File: src/rtl/adcdsl_pkg.sv
package adcdsl_pkg;
	// Register word indices; 0x201 is not a multiple of four, so offsets are indices
	localparam logic [11:0] DITHER_CONTROL_IDX = 12'h09d;
	localparam logic [11:0] SAMPLE_MARKER_CONTROL_IDX = 12'h160;
	localparam logic [11:0] SERIAL_LINK_ENABLE_IDX = 12'h200;
	localparam logic [11:0] SERIAL_LINK_MODE_IDX = 12'h201;
	localparam logic [11:0] AUX_CONTROL_IDX = 12'h300;
	localparam logic [11:0] LINK_STATUS_IDX = 12'h301;
	// Reset values
	localparam logic [7:0] DITHER_CONTROL_RST = 8'h00;
	localparam logic [7:0] SAMPLE_MARKER_CONTROL_RST = 8'h00;
	localparam logic [7:0] SERIAL_LINK_ENABLE_RST = 8'h01;
	localparam logic [7:0] SERIAL_LINK_MODE_RST = 8'h00;
	localparam logic [7:0] AUX_CONTROL_RST = 8'h00;
	// Field positions
	localparam int DITHER_ENABLE_BIT = 0;
	localparam int DITHER_AMPLITUDE_BIT = 1;
	localparam int ROUNDING_ERROR_BIT = 2;
	localparam int TIMESTAMP_INSERT_BIT = 0;
	localparam int LINK_ENABLE_BIT = 0;
	localparam int CAL_ENABLE_BIT = 0;
	localparam int TIMESTAMP_RECEIVER_BIT = 1;
	localparam int MODE_MSB = 5;
	// Fixed pipeline depth of converter sample path, in sample clocks
	localparam int SAMPLE_PATH_LATENCY = 4;
	localparam int LMFC_WIDTH = 8;
endpackage

File: src/rtl/adcdsl_delay_line.sv
`timescale 1ns/100ps
module adcdsl_delay_line #(
	parameter int WIDTH = 1,
	parameter int DEPTH = 4
) (
	// Clock and reset
	input wire logic sys_clk_in,
	input wire logic reset_n_in,
	// Data
	input wire logic enable_in,
	input wire logic [WIDTH-1:0] data_in,
	output logic [WIDTH-1:0] data_out
);
	logic [WIDTH-1:0] stage_ff [DEPTH];
	always_ff @(posedge sys_clk_in or negedge reset_n_in) begin
		if (!reset_n_in) begin
			for (int i = 0; i < DEPTH; i++) begin
				stage_ff[i] <= '0;
			end
		end else if (enable_in) begin
			stage_ff[0] <= data_in;
			for (int i = 1; i < DEPTH; i++) begin
				stage_ff[i] <= stage_ff[i-1];
			end
		end
	end
	assign data_out = stage_ff[DEPTH-1];
endmodule

File: src/rtl/adcdsl_top.sv
// Function
// - Dither reaches converter cores only while dither enable bit is set.
// - Dither amplitude bit: zero small amplitude, one large amplitude.
// - Rounding error select: zero into noise, one into offset and spurs.
// - Timestamp insert puts timestamp input on link field least significant bit.
// - Timestamp path latency equals converter sample path latency.
// - Wider link field: marker takes its own LSB, sample kept intact.
// - Lane alignment sequence always reports zero control bits.
// - Link enable bit zero disables, one enables; resets to one.
// - Link disabled holds link reset, serializers down, link clocks gated.
// - Link disabled holds frame counter in reset; sysref ignored.
// - Six-bit mode field selects link output mode.
`timescale 1ns/100ps
module adcdsl_top #(
	parameter int ADC_WIDTH = 12,
	parameter int LINK_WIDTH = 16,
	parameter int LATENCY = adcdsl_pkg::SAMPLE_PATH_LATENCY
) (
	// Clock and reset
	input wire logic sys_clk_in,
	input wire logic reset_n_in,
	// APB slave
	input wire logic psel_in,
	input wire logic penable_in,
	input wire logic pwrite_in,
	input wire logic [13:0] paddr_in,
	input wire logic [31:0] pwdata_in,
	output logic [31:0] prdata_out,
	output logic pready_out,
	output logic pslverr_out,
	// Sample path
	input wire logic sample_valid_in,
	input wire logic [ADC_WIDTH-1:0] sample_in,
	input wire logic timestamp_pin_in,
	input wire logic sysref_pin_in,
	input wire logic ila_active_in,
	output logic [LINK_WIDTH-1:0] link_sample_out,
	output logic link_sample_valid_out,
	output logic ila_control_bits_out,
	// Converter core controls
	output logic dither_enable_out,
	output logic dither_amplitude_select_out,
	output logic rounding_error_select_out,
	output logic calibration_enable_out,
	output logic timestamp_receiver_enable_out,
	// Link subsystem controls
	output logic link_reset_n_out,
	output logic serializer_power_down_out,
	output logic link_clock_enable_out,
	output logic [5:0] serial_link_mode_out,
	output logic [adcdsl_pkg::LMFC_WIDTH-1:0] lmfc_count_out
);
	typedef struct packed {
		logic [7:0] dither_control;
		logic [7:0] sample_marker_control;
		logic [7:0] serial_link_enable;
		logic [7:0] serial_link_mode;
		logic [7:0] aux_control;
		logic [31:0] prdata;
		logic pready;
		logic pslverr;
		logic [2:0] ts_sync;
		logic [2:0] sysref_sync;
		logic [LINK_WIDTH-1:0] link_sample;
		logic link_valid;
		logic [adcdsl_pkg::LMFC_WIDTH-1:0] lmfc;
		logic serializer_down;
	} adcdsl_state_type;

	adcdsl_state_type state_ff;
	adcdsl_state_type nxt_state;
	logic [ADC_WIDTH-1:0] sample_dly;
	logic valid_dly;
	logic ts_dly;
	logic [11:0] reg_index;
	logic access_phase;
	logic link_on;

	assign reg_index = paddr_in[13:2];
	assign access_phase = psel_in && penable_in && !state_ff.pready;
	assign link_on = state_ff.serial_link_enable[adcdsl_pkg::LINK_ENABLE_BIT];

	// Sample path: full pipeline depth, then the output register
	adcdsl_delay_line #(
		.WIDTH(ADC_WIDTH + 1),
		.DEPTH(LATENCY)
	) u_sample_delay (
		.sys_clk_in(sys_clk_in),
		.reset_n_in(reset_n_in),
		.enable_in(1'b1),
		.data_in({sample_valid_in, sample_in}),
		.data_out({valid_dly, sample_dly})
	);

	// Two sync flops already count toward the marker's latency
	adcdsl_delay_line #(
		.WIDTH(1),
		.DEPTH(LATENCY - 2)
	) u_marker_delay (
		.sys_clk_in(sys_clk_in),
		.reset_n_in(reset_n_in),
		.enable_in(1'b1),
		.data_in(state_ff.ts_sync[1]),
		.data_out(ts_dly)
	);

	always_comb begin
		nxt_state = state_ff;
		nxt_state.pready = 1'b0;
		nxt_state.pslverr = 1'b0;
		// Two-stage sync of pins; third stage for sysref edge detect
		nxt_state.ts_sync = {state_ff.ts_sync[1:0], timestamp_pin_in};
		nxt_state.sysref_sync = {state_ff.sysref_sync[1:0], sysref_pin_in};
		// One wait state: answer in the cycle after the first access cycle
		if (access_phase) begin
			nxt_state.pready = 1'b1;
			nxt_state.prdata = 32'h0000_0000;
			if (pwrite_in) begin
				case (reg_index)
					adcdsl_pkg::DITHER_CONTROL_IDX:
						nxt_state.dither_control = pwdata_in[7:0];
					adcdsl_pkg::SAMPLE_MARKER_CONTROL_IDX:
						nxt_state.sample_marker_control = pwdata_in[7:0];
					adcdsl_pkg::SERIAL_LINK_ENABLE_IDX:
						nxt_state.serial_link_enable = pwdata_in[7:0];
					adcdsl_pkg::SERIAL_LINK_MODE_IDX:
						nxt_state.serial_link_mode = pwdata_in[7:0];
					adcdsl_pkg::AUX_CONTROL_IDX:
						nxt_state.aux_control = pwdata_in[7:0];
					adcdsl_pkg::LINK_STATUS_IDX: begin
						nxt_state.pslverr = 1'b1;
					end
					default: begin
						nxt_state.pslverr = 1'b1;
					end
				endcase
			end else begin
				case (reg_index)
					adcdsl_pkg::DITHER_CONTROL_IDX:
						nxt_state.prdata = {24'h000000, state_ff.dither_control};
					adcdsl_pkg::SAMPLE_MARKER_CONTROL_IDX:
						nxt_state.prdata = {24'h000000, state_ff.sample_marker_control};
					adcdsl_pkg::SERIAL_LINK_ENABLE_IDX:
						nxt_state.prdata = {24'h000000, state_ff.serial_link_enable};
					adcdsl_pkg::SERIAL_LINK_MODE_IDX:
						nxt_state.prdata = {24'h000000, state_ff.serial_link_mode};
					adcdsl_pkg::AUX_CONTROL_IDX:
						nxt_state.prdata = {24'h000000, state_ff.aux_control};
					adcdsl_pkg::LINK_STATUS_IDX:
						nxt_state.prdata = {16'h0000, state_ff.lmfc, 7'h00, link_on};
					default: begin
						nxt_state.pslverr = 1'b1;
					end
				endcase
			end
		end
		// Frame counter frozen at zero while link is off; sysref ignored then
		if (!link_on) begin
			nxt_state.lmfc = '0;
		end else if (state_ff.sysref_sync[1] && !state_ff.sysref_sync[2]) begin
			nxt_state.lmfc = '0;
		end else begin
			nxt_state.lmfc = state_ff.lmfc + 1'b1;
		end
		// Transport mapping: sample left-justified, marker in field LSB
		nxt_state.link_valid = valid_dly && link_on;
		nxt_state.link_sample = '0;
		nxt_state.link_sample[LINK_WIDTH-1 -: ADC_WIDTH] = sample_dly;
		if (state_ff.sample_marker_control[adcdsl_pkg::TIMESTAMP_INSERT_BIT]) begin
			nxt_state.link_sample[0] = ts_dly;
		end
		if (!link_on) begin
			nxt_state.link_sample = '0;
		end
		// Kept as its own flop so the pin is not an inverter output
		nxt_state.serializer_down = !nxt_state.serial_link_enable[adcdsl_pkg::LINK_ENABLE_BIT];
	end

	always_ff @(posedge sys_clk_in or negedge reset_n_in) begin
		if (!reset_n_in) begin
			state_ff <= '0;
			state_ff.dither_control <= adcdsl_pkg::DITHER_CONTROL_RST;
			state_ff.sample_marker_control <= adcdsl_pkg::SAMPLE_MARKER_CONTROL_RST;
			state_ff.serial_link_enable <= adcdsl_pkg::SERIAL_LINK_ENABLE_RST;
			state_ff.serial_link_mode <= adcdsl_pkg::SERIAL_LINK_MODE_RST;
			state_ff.aux_control <= adcdsl_pkg::AUX_CONTROL_RST;
		end else begin
			state_ff <= nxt_state;
		end
	end

	assign prdata_out = state_ff.prdata;
	assign pready_out = state_ff.pready;
	assign pslverr_out = state_ff.pslverr;
	assign link_sample_out = state_ff.link_sample;
	assign link_sample_valid_out = state_ff.link_valid;
	// Alignment sequence never advertises control bits
	assign ila_control_bits_out = 1'b0;
	assign dither_enable_out = state_ff.dither_control[adcdsl_pkg::DITHER_ENABLE_BIT];
	assign dither_amplitude_select_out =
		state_ff.dither_control[adcdsl_pkg::DITHER_AMPLITUDE_BIT];
	assign rounding_error_select_out =
		state_ff.dither_control[adcdsl_pkg::ROUNDING_ERROR_BIT];
	assign calibration_enable_out = state_ff.aux_control[adcdsl_pkg::CAL_ENABLE_BIT];
	assign timestamp_receiver_enable_out =
		state_ff.aux_control[adcdsl_pkg::TIMESTAMP_RECEIVER_BIT];
	assign link_reset_n_out = link_on;
	assign serializer_power_down_out = state_ff.serializer_down;
	assign link_clock_enable_out = link_on;
	assign serial_link_mode_out = state_ff.serial_link_mode[adcdsl_pkg::MODE_MSB:0];
	assign lmfc_count_out = state_ff.lmfc;
endmodule

File: config.mk
export PLATFORM = sky130hd
export DESIGN_NAME = adcdsl_top
export DESIGN_NICKNAME = d
export VERILOG_FILES = /design/src/rtl/adcdsl_pkg.sv /design/src/rtl/adcdsl_delay_line.sv /design/src/rtl/adcdsl_top.sv
export SDC_FILE = /design/constraint.sdc
export NUM_CORES = 1
export LEC_CHECK = 0
export ABC_AREA = 1
export BUFFER_PORTS_ARGS = -buffer_cell sky130_fd_sc_hd__buf_2
export CORE_MARGIN = 10
export CORE_UTILIZATION = 40
export CTS_CLUSTER_DIAMETER = 50
export DETAILED_ROUTE_END_ITERATION = 7
export PLACE_DENSITY = 0.75
export RECOVER_POWER = 100
export SETUP_SLACK_MARGIN = 0.5
export SLEW_MARGIN = 15
export SYNTH_ARGS = -nofsm -noshare
export SYNTH_HDL_FRONTEND = slang
export SYNTH_SLANG_ARGS = --single-unit
File: constraint.sdc
create_clock -name sys_clk_in -period 2.95 [get_ports sys_clk_in]
set_input_delay 0.1475 -clock sys_clk_in [delete_from_list [all_inputs] [get_ports sys_clk_in]]
set_output_delay 0.1475 -clock sys_clk_in [all_outputs]
set_load 0.05 [all_outputs]
==> results of run 1 <==
cell usage after synthesis (3+ instances only):
| cell | n | area [µm²] |
|---|---|---|
| o21ai_0 | 23 | 115.1 |
| nand2_1 | 134 | 503.0 |
| buf_2 | 4 | 20.02 |
| nor3b_1 | 3 | 22.52 |
| nor3_1 | 3 | 15.01 |
| nor2_4 | 3 | 33.78 |
| o21ai_1 | 23 | 115.1 |
| buf_4 | 66 | 495.5 |
| nand3_1 | 38 | 190.2 |
| nor2_2 | 3 | 18.77 |
| o31ai_1 | 4 | 30.03 |
| nand4_1 | 5 | 31.28 |
| nand3_4 | 3 | 52.55 |
| nor2_1 | 38 | 142.6 |
| dfrtp_1 | 139 | 3478 |
| clkbuf_1 | 3 | 11.26 |
| inv_1 | 52 | 195.2 |
power breakdown:
group / switching (mW) / internal [mW]
Combinational: 0.290 / 0.0797
Clock: 0.820 / 1.38
Sequential: 0.0353 / 1.99
worst paths after layout:
kind                                                 start                                    end  slack [ns]  cells past startpoint
setup / recovery           link_clock_enable_out$_DFF_PN1_                       link_reset_n_out        0.88                      1
hold / removal                                pwdata_in[2]               state_ff[84]$_DFFE_PN0P_        0.08                      3
setup reg to reg                      pready_out$_DFF_PN0_               state_ff[90]$_DFFE_PN0P_        0.92                      6
hold reg to reg                    nxt_state[30]$_DFF_PN0_                nxt_state[31]$_DFF_PN0_        0.35                      0
max in group asynchronous                       reset_n_in              prdata_out[9]$_DFFE_PN0P_        1.03                      2
min in group asynchronous                       reset_n_in  u_sample_delay.stage_ff[29]$_DFF_PN0_        0.80                      2
flip-flops by register name (all words and copies together) (netlist names), 4 cells and up:
signal                   flops
prdata_out                  16
state_ff                    29
u_sample_delay.data_out     13
nxt_state                    4
u_sample_delay.stage_ff     39
lmfc_count_out               8
serial_link_mode_out         6
link_sample_out             13
layer usage:
layer	vias up	track usage
li1	1843	-
met1	1780	0.1446
met2	129	0.2133
met3	17	0.04389
met4	2	0.05711
met5	-	0
per-stage QoR:
stage | power, mW | area, µm² | cells
CTS | 4.646 | 6738 | 832
global route | 4.760 | 6656 | 832
global placement | 2.419 | 5943 | 783
finish | 4.593 | 6656 | 832
detailed placement | 2.428 | 5943 | 783
floorplan | 2.356 | 5776 | 584
logic make-up (layout without fill, tap and decap cells):
kind of cell / count (synthesis) / after routing
AND/OR/NAND/NOR: 241 / 241
other: 1 / 20
flip-flops: 140 / 140
XOR/XNOR: 2 / 2
AO/OA/AOI/OAI: 51 / 51
adder cells (fa/ha/maj): 1 / 1
buffers and inverters: 129 / 197
placed cells by master (no fill, tap or decap), types with 2 or more instances in the layout:
master	instances
buf_2	38
bufinv_16	3
clkbuf_1	55
clkbuf_16	17
clkinv_4	4
conb_1	20
dfrtp_1	139
dlygate4sd3_1	17
inv_1	52
inv_6	3
inv_8	2
nand2_1	134
nand2_4	2
nand3_1	38
nand3_2	2
nand3_4	3
nand4_1	5
nor2_1	39
nor2_2	3
nor2_4	2
nor2_8	2
nor3_1	3
nor3b_1	3
o21ai_0	42
o21ai_1	4
o31ai_1	4
area by class of cell:
type                            count  share of cell area
Clock buffer                       19             0.06654
Clock inverter                     13             0.02726
Tap cell                          180             0.03383
Multi-Input combinational cell    315              0.2267
Timing Repair Buffer              111             0.08835
Sequential cell                   140              0.5265
Inverter                           54             0.03083
repair_timing:
action,CTS,global route
resized for setup,0,0
endpoints found under the hold margin,94,0
hold buffers,17,0
==> load_flow_metrics.sql, run 1 <==
INSERT INTO impl_metrics (metric_group, metric, value, unit) VALUES
('synthesis', 'syn-mean-instance-area', '10.10', 'µm²'),
('synthesis', 'ys_async_sr_fraction', '1.000', ''),
('detailed_routing', 'routed_antenna_nets', '0', ''),
('worst_setup_path', 'maximum_single_stage_delay_on_the_critical_path', '0.98', 'ns'),
('cts', 'clk_pin_slew_worst_paths', '0.06', 'ns'),
('timing', 'setup_slack', '0.8779', 'ns'),
('cts', 'clock_latency', '0.41', 'ns'),
('finish', 'post_route_cells_drive_above_1_share', '0.1380', ''),
('flow_run', 'drv.max_cap_violation_count', '1', ''),
('cts', 'tritoncts', 'built', ''),
('power', 'power_leakage', '3.276', 'nW'),
('timing', 'worst_tran_pin_value', '1.876', 'ns'),
('floorplan', 'floorplan.die_area', '0.01944', 'mm²'),
('synthesis', 'synth_edf_count', '0', ''),
('run_status', 'violations', 'capacitance limit, slew limit', ''),
('cts', 'cts-htree-levels', '4', ''),
('synthesis', 'synth.yosys.warnings', '0', ''),
('timing', 'max_slew_violations', '79', ''),
('cts', 'ctsLongestPathBuffers', '2', ''),
('worst_setup_path', 'cell_family_contributing_the_most_delay_on_the_critical_path', 'flip-flops', ''),
('worst_setup_path', 'crit_path_max_fanout', '18', ''),
('floorplan', 'die-width', '139.4', 'µm'),
('timing', 'setup-tns-final', '0', 'ns'),
('global_routing', 'pin_count_of_the_biggest_net_entering_global_routing', '80', ''),
('detailed_routing', 'drt-wirelength-per-cell', '14.61', 'µm'),
('timing', 'grt_setup_unrepaired', 'false', ''),
('synthesis', 'synth_xor_xnor_area_share', '0.003071', ''),
('floorplan', 'start_util', '0.4094', ''),
('finish', 'antenna_cells_inserted', '0', ''),
('detailed_routing', 'route.detailed.drc', '0', ''),
('timing', 'headroom_to_the_max_slew_limit', '-0.2510', ''),
('timing', 'worst_hold_slack', '0.07915', 'ns'),
('synthesis', 'synth-seq-cells', '140', ''),
('timing', 'min_period_over_period', '0.7024', ''),
('detailed_routing', 'route.final.wire_length', '12160', 'µm'),
('synthesis', 'synth_top_flop_cell', 'dfrtp_1', ''),
('worst_setup_path', 'critPathCaptureType', 'primary output', ''),
('finish', 'postLayoutCoreUtil', '0.4777', ''),
('finish', 'synthToLayoutAreaGrowth', '16.69', '%'),
('worst_setup_path', 'critPathArrivalTime', '1.92', 'ns'),
('timing', 'finalHoldViolations', '0', ''),
('worst_hold_path', 'hold_class', 'input port to flop', ''),
('finish', 'nNetsFinal', '707', ''),
('power', 'p_per_cell_area', '690.0', 'mW/mm²'),
('synthesis', 'synthesis.area', '0.005704', 'mm²'),
('timing', 'final.setup_skew', '0.006098', 'ns'),
('cts', 'ctsRootBufferMaster', 'clkbuf_16', ''),
('synthesis', 'yosys.area_share.adder', '0.002193', ''),
('placement', 'dp_hpwl', '8521', 'µm'),
('detailed_routing', 'num_vias', '3771', ''),
('floorplan', 'io-pin-count', '141', ''),
('detailed_routing', 'wirelength_met1', '4965', 'µm'),
('floorplan', 'die_h', '139.4', 'µm'),
('run_status', 'result_of_the_run', 'finished with violations', ''),
('finish', 'multi_input_comb_area', '0.001509', 'mm²'),
('global_routing', 'grt_antenna_before_repair', '1', ''),
('global_routing', 'number_of_global_route_vias_before_repair', '4008', ''),
('placement', 'gp_congestion', '0.8404', ''),
('synthesis', 'largest_family_of_logic_cells_by_synthesized_area', 'simple AND/OR/NAND/NOR gates', ''),
('cts', 'cts_post_setup_buffers_inserted', '0', ''),
('detailed_routing', 'routed_met2_length', '6084', 'µm'),
('worst_setup_path', 'path_cells', 'clkbuf_1', ''),
('synthesis', 'synthDistinctLibCells', '34', ''),
('synthesis', 'synthesis.instances', '565', ''),
('timing', 'fmax', '482.6', 'MHz'),
('finish', 'ff_latch_area', '0.003505', 'mm²'),
('worst_setup_path', 'crit_required', '2.80', 'ns'),
('worst_setup_path', 'crit_path_start_kind', 'flop', ''),
('global_routing', 'grt_first_pass_wirelength', '20200', 'µm'),
('cts', 'numCtsBuffers', '17', ''),
('detailed_routing', 'route.met3.wl', '811', 'µm');
Power figures use the tool's default switching activity.
==> run 2, diff against run 1 <==
- ABC_AREA: 1 -> 0
- clock period: 2.95 -> 2 ns (I/O delays scaled with it)
==> run 2 against run 1 <==
Compared with the run above: the run now ends clean; clock skew rose by 0.00080 ns; wire length is 4.2% lower; sequential share of layout area decreased by 0.90 points; global-route usage up 0.11 points; design area grew 1.8%; first-iteration DRC count shrank 0.94%; clock power grew 33%; critical path depth rose by 6; non-clock buffer count up 41; area after synthesis down 3.5%; synthesized cell count down 32%; flip-flop and latch count unchanged; largest cell class unchanged; largest power group unchanged.
==> load_flow_metrics.sql, run 2 <==
INSERT INTO impl_metrics (metric_group, metric, value, unit) VALUES
('cts', 'tritoncts', 'built', ''),
('detailed_routing', 'route.detailed.drc', '0', ''),
('detailed_routing', 'route.met3.wl', '851', 'µm'),
('finish', 'layout.cells.non_filler', '684', ''),
('synthesis', 'ys_async_sr_fraction', '1.000', ''),
('detailed_routing', 'wirelength_met1', '4649', 'µm'),
('timing', 'headroom_to_the_max_slew_limit', '0.01454', ''),
('placement', 'dp_hpwl', '7836', 'µm'),
('floorplan', 'floorplan.die_area', '0.01885', 'mm²'),
('finish', 'synthToLayoutAreaGrowth', '23.07', '%'),
('detailed_routing', 'routed_met2_length', '5995', 'µm'),
('finish', 'largest_reg_flops', '39', ''),
('detailed_routing', 'highest-signal-layer', 'met4', ''),
('floorplan', 'die_h', '137.3', 'µm'),
('synthesis', 'synth_top_flop_cell', 'dfrtp_1', ''),
('floorplan', 'placeable_core_region', '0.01335', 'mm²'),
('floorplan', 'io-pin-count', '141', ''),
('timing', 'finalHoldViolations', '0', ''),
('synthesis', 'synthesis.area', '0.005504', 'mm²'),
('detailed_routing', 'drt_pass1_iterations', '4', ''),
('worst_setup_path', 'crit_path_start_kind', 'flop', ''),
('floorplan', 'start_util', '0.4124', ''),
('synthesis', 'synth.top_cell.area_share', '0.6320', ''),
('synthesis', 'sequential_area_share_after_synthesis', '0.6367', ''),
('synthesis', 'synth.yosys.warnings', '0', ''),
('synthesis', 'synth.top_cells.by_area', 'dfrtp_1, buf_4, mux2_2', ''),
('power', 'vdd_ir_drop_max', '0.0005641', 'V'),
('flow_run', 'drv.max_cap_violation_count', '0', ''),
('global_routing', 'grt-ovfl-total', '0', ''),
('worst_setup_path', 'path_depth', '7', ''),
('run_status', 'result_of_the_run', 'finished, final reports clean', ''),
('timing', 'worst_tran_pin_value', '1.478', 'ns'),
('placement', 'io_buffer_count', '93', ''),
('worst_setup_path', 'critPathCaptureType', 'flop', ''),
('timing', 'grt_setup_unrepaired', 'true', ''),
('worst_hold_path', 'hold_path_depth', '5', ''),
('finish', 'num-fill-cells', '1166', ''),
('timing', 'fmax', '523.0', 'MHz'),
('global_routing', 'pin_count_of_the_biggest_net_entering_global_routing', '60', ''),
('timing', 'max_slew_violations', '0', ''),
('floorplan', 'rows', '42', ''),
('cts', 'clock_latency', '0.42', 'ns'),
('synthesis', 'synth_xor_xnor_area_share', '0.009548', ''),
('synthesis', 'synth_top_area_cell', 'dfrtp_1', ''),
('finish', 'layout_commonest_cell', 'dfrtp_1', ''),
('synthesis', 'yosys-mux-area-fraction', '0.1073', ''),
('synthesis', 'syn-mean-instance-area', '14.37', 'µm²'),
('placement', 'gp_congestion', '0.8026', ''),
('timing', 'finalSetupViolations', '0', ''),
('finish', 'antenna_cells_inserted', '0', ''),
('finish', 'largest_register', 'u_sample_delay.stage_ff', ''),
('global_routing', 'grt_antenna_before_repair', '0', ''),
('finish', 'layout.cell_area.non_filler', '0.006774', 'mm²'),
('synthesis', 'synthDistinctLibCells', '39', ''),
('finish', 'post_route_cells_drive_above_1_share', '0.2677', ''),
('detailed_routing', 'routed_antenna_nets', '0', ''),
('cts', 'ctsRootBufferMaster', 'clkbuf_16', ''),
('worst_setup_path', 'maximum_single_stage_delay_on_the_critical_path', '0.40', 'ns'),
('cts', 'numCtsBuffers', '17', ''),
('finish', 'nNetsFinal', '564', ''),
('detailed_routing', 'drt_first_iter_violations', '211', ''),
('worst_setup_path', 'crit_buf_inv', '4', ''),
('finish', 'layout_common_cells', 'dfrtp_1, clkbuf_1, buf_2', ''),
('synthesis', 'yosys.area_share.simple', '0.07820', ''),
('worst_setup_path', 'path_cells', 'nand3b_1, clkbuf_4, clkbuf_1, buf_12, nor4_4, buf_6, mux2_1', ''),
('placement', 'dp_cells', '613', ''),
('synthesis', 'synthesis.instances', '383', ''),
('worst_setup_path', 'crit_path_max_fanout', '8', ''),
('detailed_routing', 'route.final.wire_length', '11650', 'µm'),
('timing', 'setup_slack', '0.08811', 'ns'),
('synthesis', 'synth_edf_count', '0', ''),
('floorplan', 'die-width', '137.3', 'µm'),
('synthesis', 'synth.most_common_cell', 'dfrtp_1', ''),
('worst_hold_path', 'hold_class', 'input port to flop', ''),
('global_routing', 'grt_first_pass_wirelength', '18540', 'µm'),
('synthesis', 'synth-seq-cells', '140', ''),
('timing', 'setup-tns-final', '0', 'ns'),
('placement', 'post-place-ws', '0.1423', 'ns'),
('cts', 'ctsLongestPathBuffers', '2', ''),
('detailed_routing', 'routed_via_density', '4.635', ''),
('synthesis', 'synth_top_cells_by_count', 'dfrtp_1, buf_4, mux2_2', ''),
('synthesis', 'yosys.area_share.adder', '0.002273', ''),
('detailed_routing', 'drt-wirelength-per-cell', '17.03', 'µm'),
('worst_setup_path', 'crit_required', '2.31', 'ns'),
('worst_setup_path', 'slowest_stage', 'dfrtp_2', ''),
('worst_setup_path', 'critPathArrivalTime', '2.22', 'ns'),
('cts', 'cts_sinks', '140', ''),
('detailed_routing', 'num_vias', '3170', ''),
('cts', 'clk_pin_slew_worst_paths', '0.06', 'ns'),
('global_routing', 'number_of_global_route_vias_before_repair', '3512', ''),
('timing', 'final.setup_skew', '0.006894', 'ns'),
('cts', 'cts-htree-levels', '4', ''),
('timing', 'min_period_over_period', '0.9559', ''),
('synthesis', 'largest_family_of_logic_cells_by_synthesized_area', 'multiplexers', ''),
('finish', 'postLayoutCoreUtil', '0.5075', ''),
('power', 'power_leakage', '3.205', 'nW'),
('placement', 'post_dp_cell_area', '0.005942', 'mm²'),
('timing', 'layout_min_cycle_time', '1.912', 'ns'),
('global_routing', 'grt_usage', '0.1289', ''),
('worst_setup_path', 'timing.reg2reg.worst_path_depth', '7', ''),
('synthesis', 'synth-compound-area-share', '0.06411', ''),
('power', 'p_per_cell_area', '910.7', 'mW/mm²'),
('worst_setup_path', 'cell_family_contributing_the_most_delay_on_the_critical_path', 'buffers and inverters', ''),
('worst_setup_path', 'criticalPathCategory', 'flop to flop', '');
==> run 2: power by group <==
group	internal [mW]	leakage [nW]	switching, mW
Sequential	2.90	1.81	0.0150
Clock	1.63	0.269	1.30
Combinational	0.106	1.13	0.229
==> run 2: worst paths after layout <==
kind                            slack [ns]                                       to                    start
worst max register to register        0.09  dither_amplitude_select_out$_DFFE_PN0P_     pready_out$_DFF_PN0_
max in group asynchronous             0.41                 state_ff[71]$_DFFE_PN0P_               reset_n_in
worst min register to register        0.35     u_marker_delay.stage_ff[1]$_DFF_PN0_  nxt_state[31]$_DFF_PN0_
worst min-delay path                  0.19                    pslverr_out$_DFF_PN0_             paddr_in[10]
min in group asynchronous             0.58            link_sample_out[11]$_DFF_PN0_               reset_n_in
worst max-delay path                  0.09  dither_amplitude_select_out$_DFFE_PN0P_     pready_out$_DFF_PN0_
==> run 2: metal layers <==
| layer | global-route usage | vias up |
|---|---|---|
| met1 | 0.1428 | 1589 |
| met4 | 0.05211 | 0 |
| met5 | 0 | - |
| met3 | 0.05681 | 11 |
| met2 | 0.2131 | 99 |
| li1 | - | 1471 |
==> run 2: kinds of logic after synthesis <==
family          after synthesis
mux                          51
other cells                   1
fa+ha+maj                     1
simple gates                 59
flops                       140
compound gates               44
xor+xnor                      6
buf+inv                      81
==> run 2: tightest hold or removal path, stage by stage <==
cell and delay, ns:
buf_2 0.14, nand3_1 0.08, a21oi_1 0.06, o21ai_0 0.14, nor2_1 0.05
==> run 2: stage by stage <==
step,hold WS [ns],power [mW]
6_report,0.1879,6.169
5_1_grt,0.2061,6.414
4_1_cts,0.1730,6.234
3_5_place_dp,0.1089,3.239
3_3_place_gp,0.1078,3.230
2_1_floorplan,-0.1956,3.129
==> run 2: area by class of cell <==
cell class	instances	area, µm²	share of cell area
multi-input combinational	181	1540	0.2274
clock inverter	14	126.4	0.01866
tap	176	220.2	0.03251
timing repair buffer	152	938.4	0.1385
clock buffer	17	425.4	0.06280
inverter	4	17.52	0.002586
sequential	140	3506	0.5175
==> run 2: timing repair <==
action | in CTS | in global routing
hold buffers | 24 | 0
gates cloned | 1 | 1
gates resized for setup | 13 | 19
pin swaps | 3 | 4
endpoints found under the setup margin | 59 | 60
buffers inserted | 7 | 7
endpoints found under the hold margin | 105 | 0
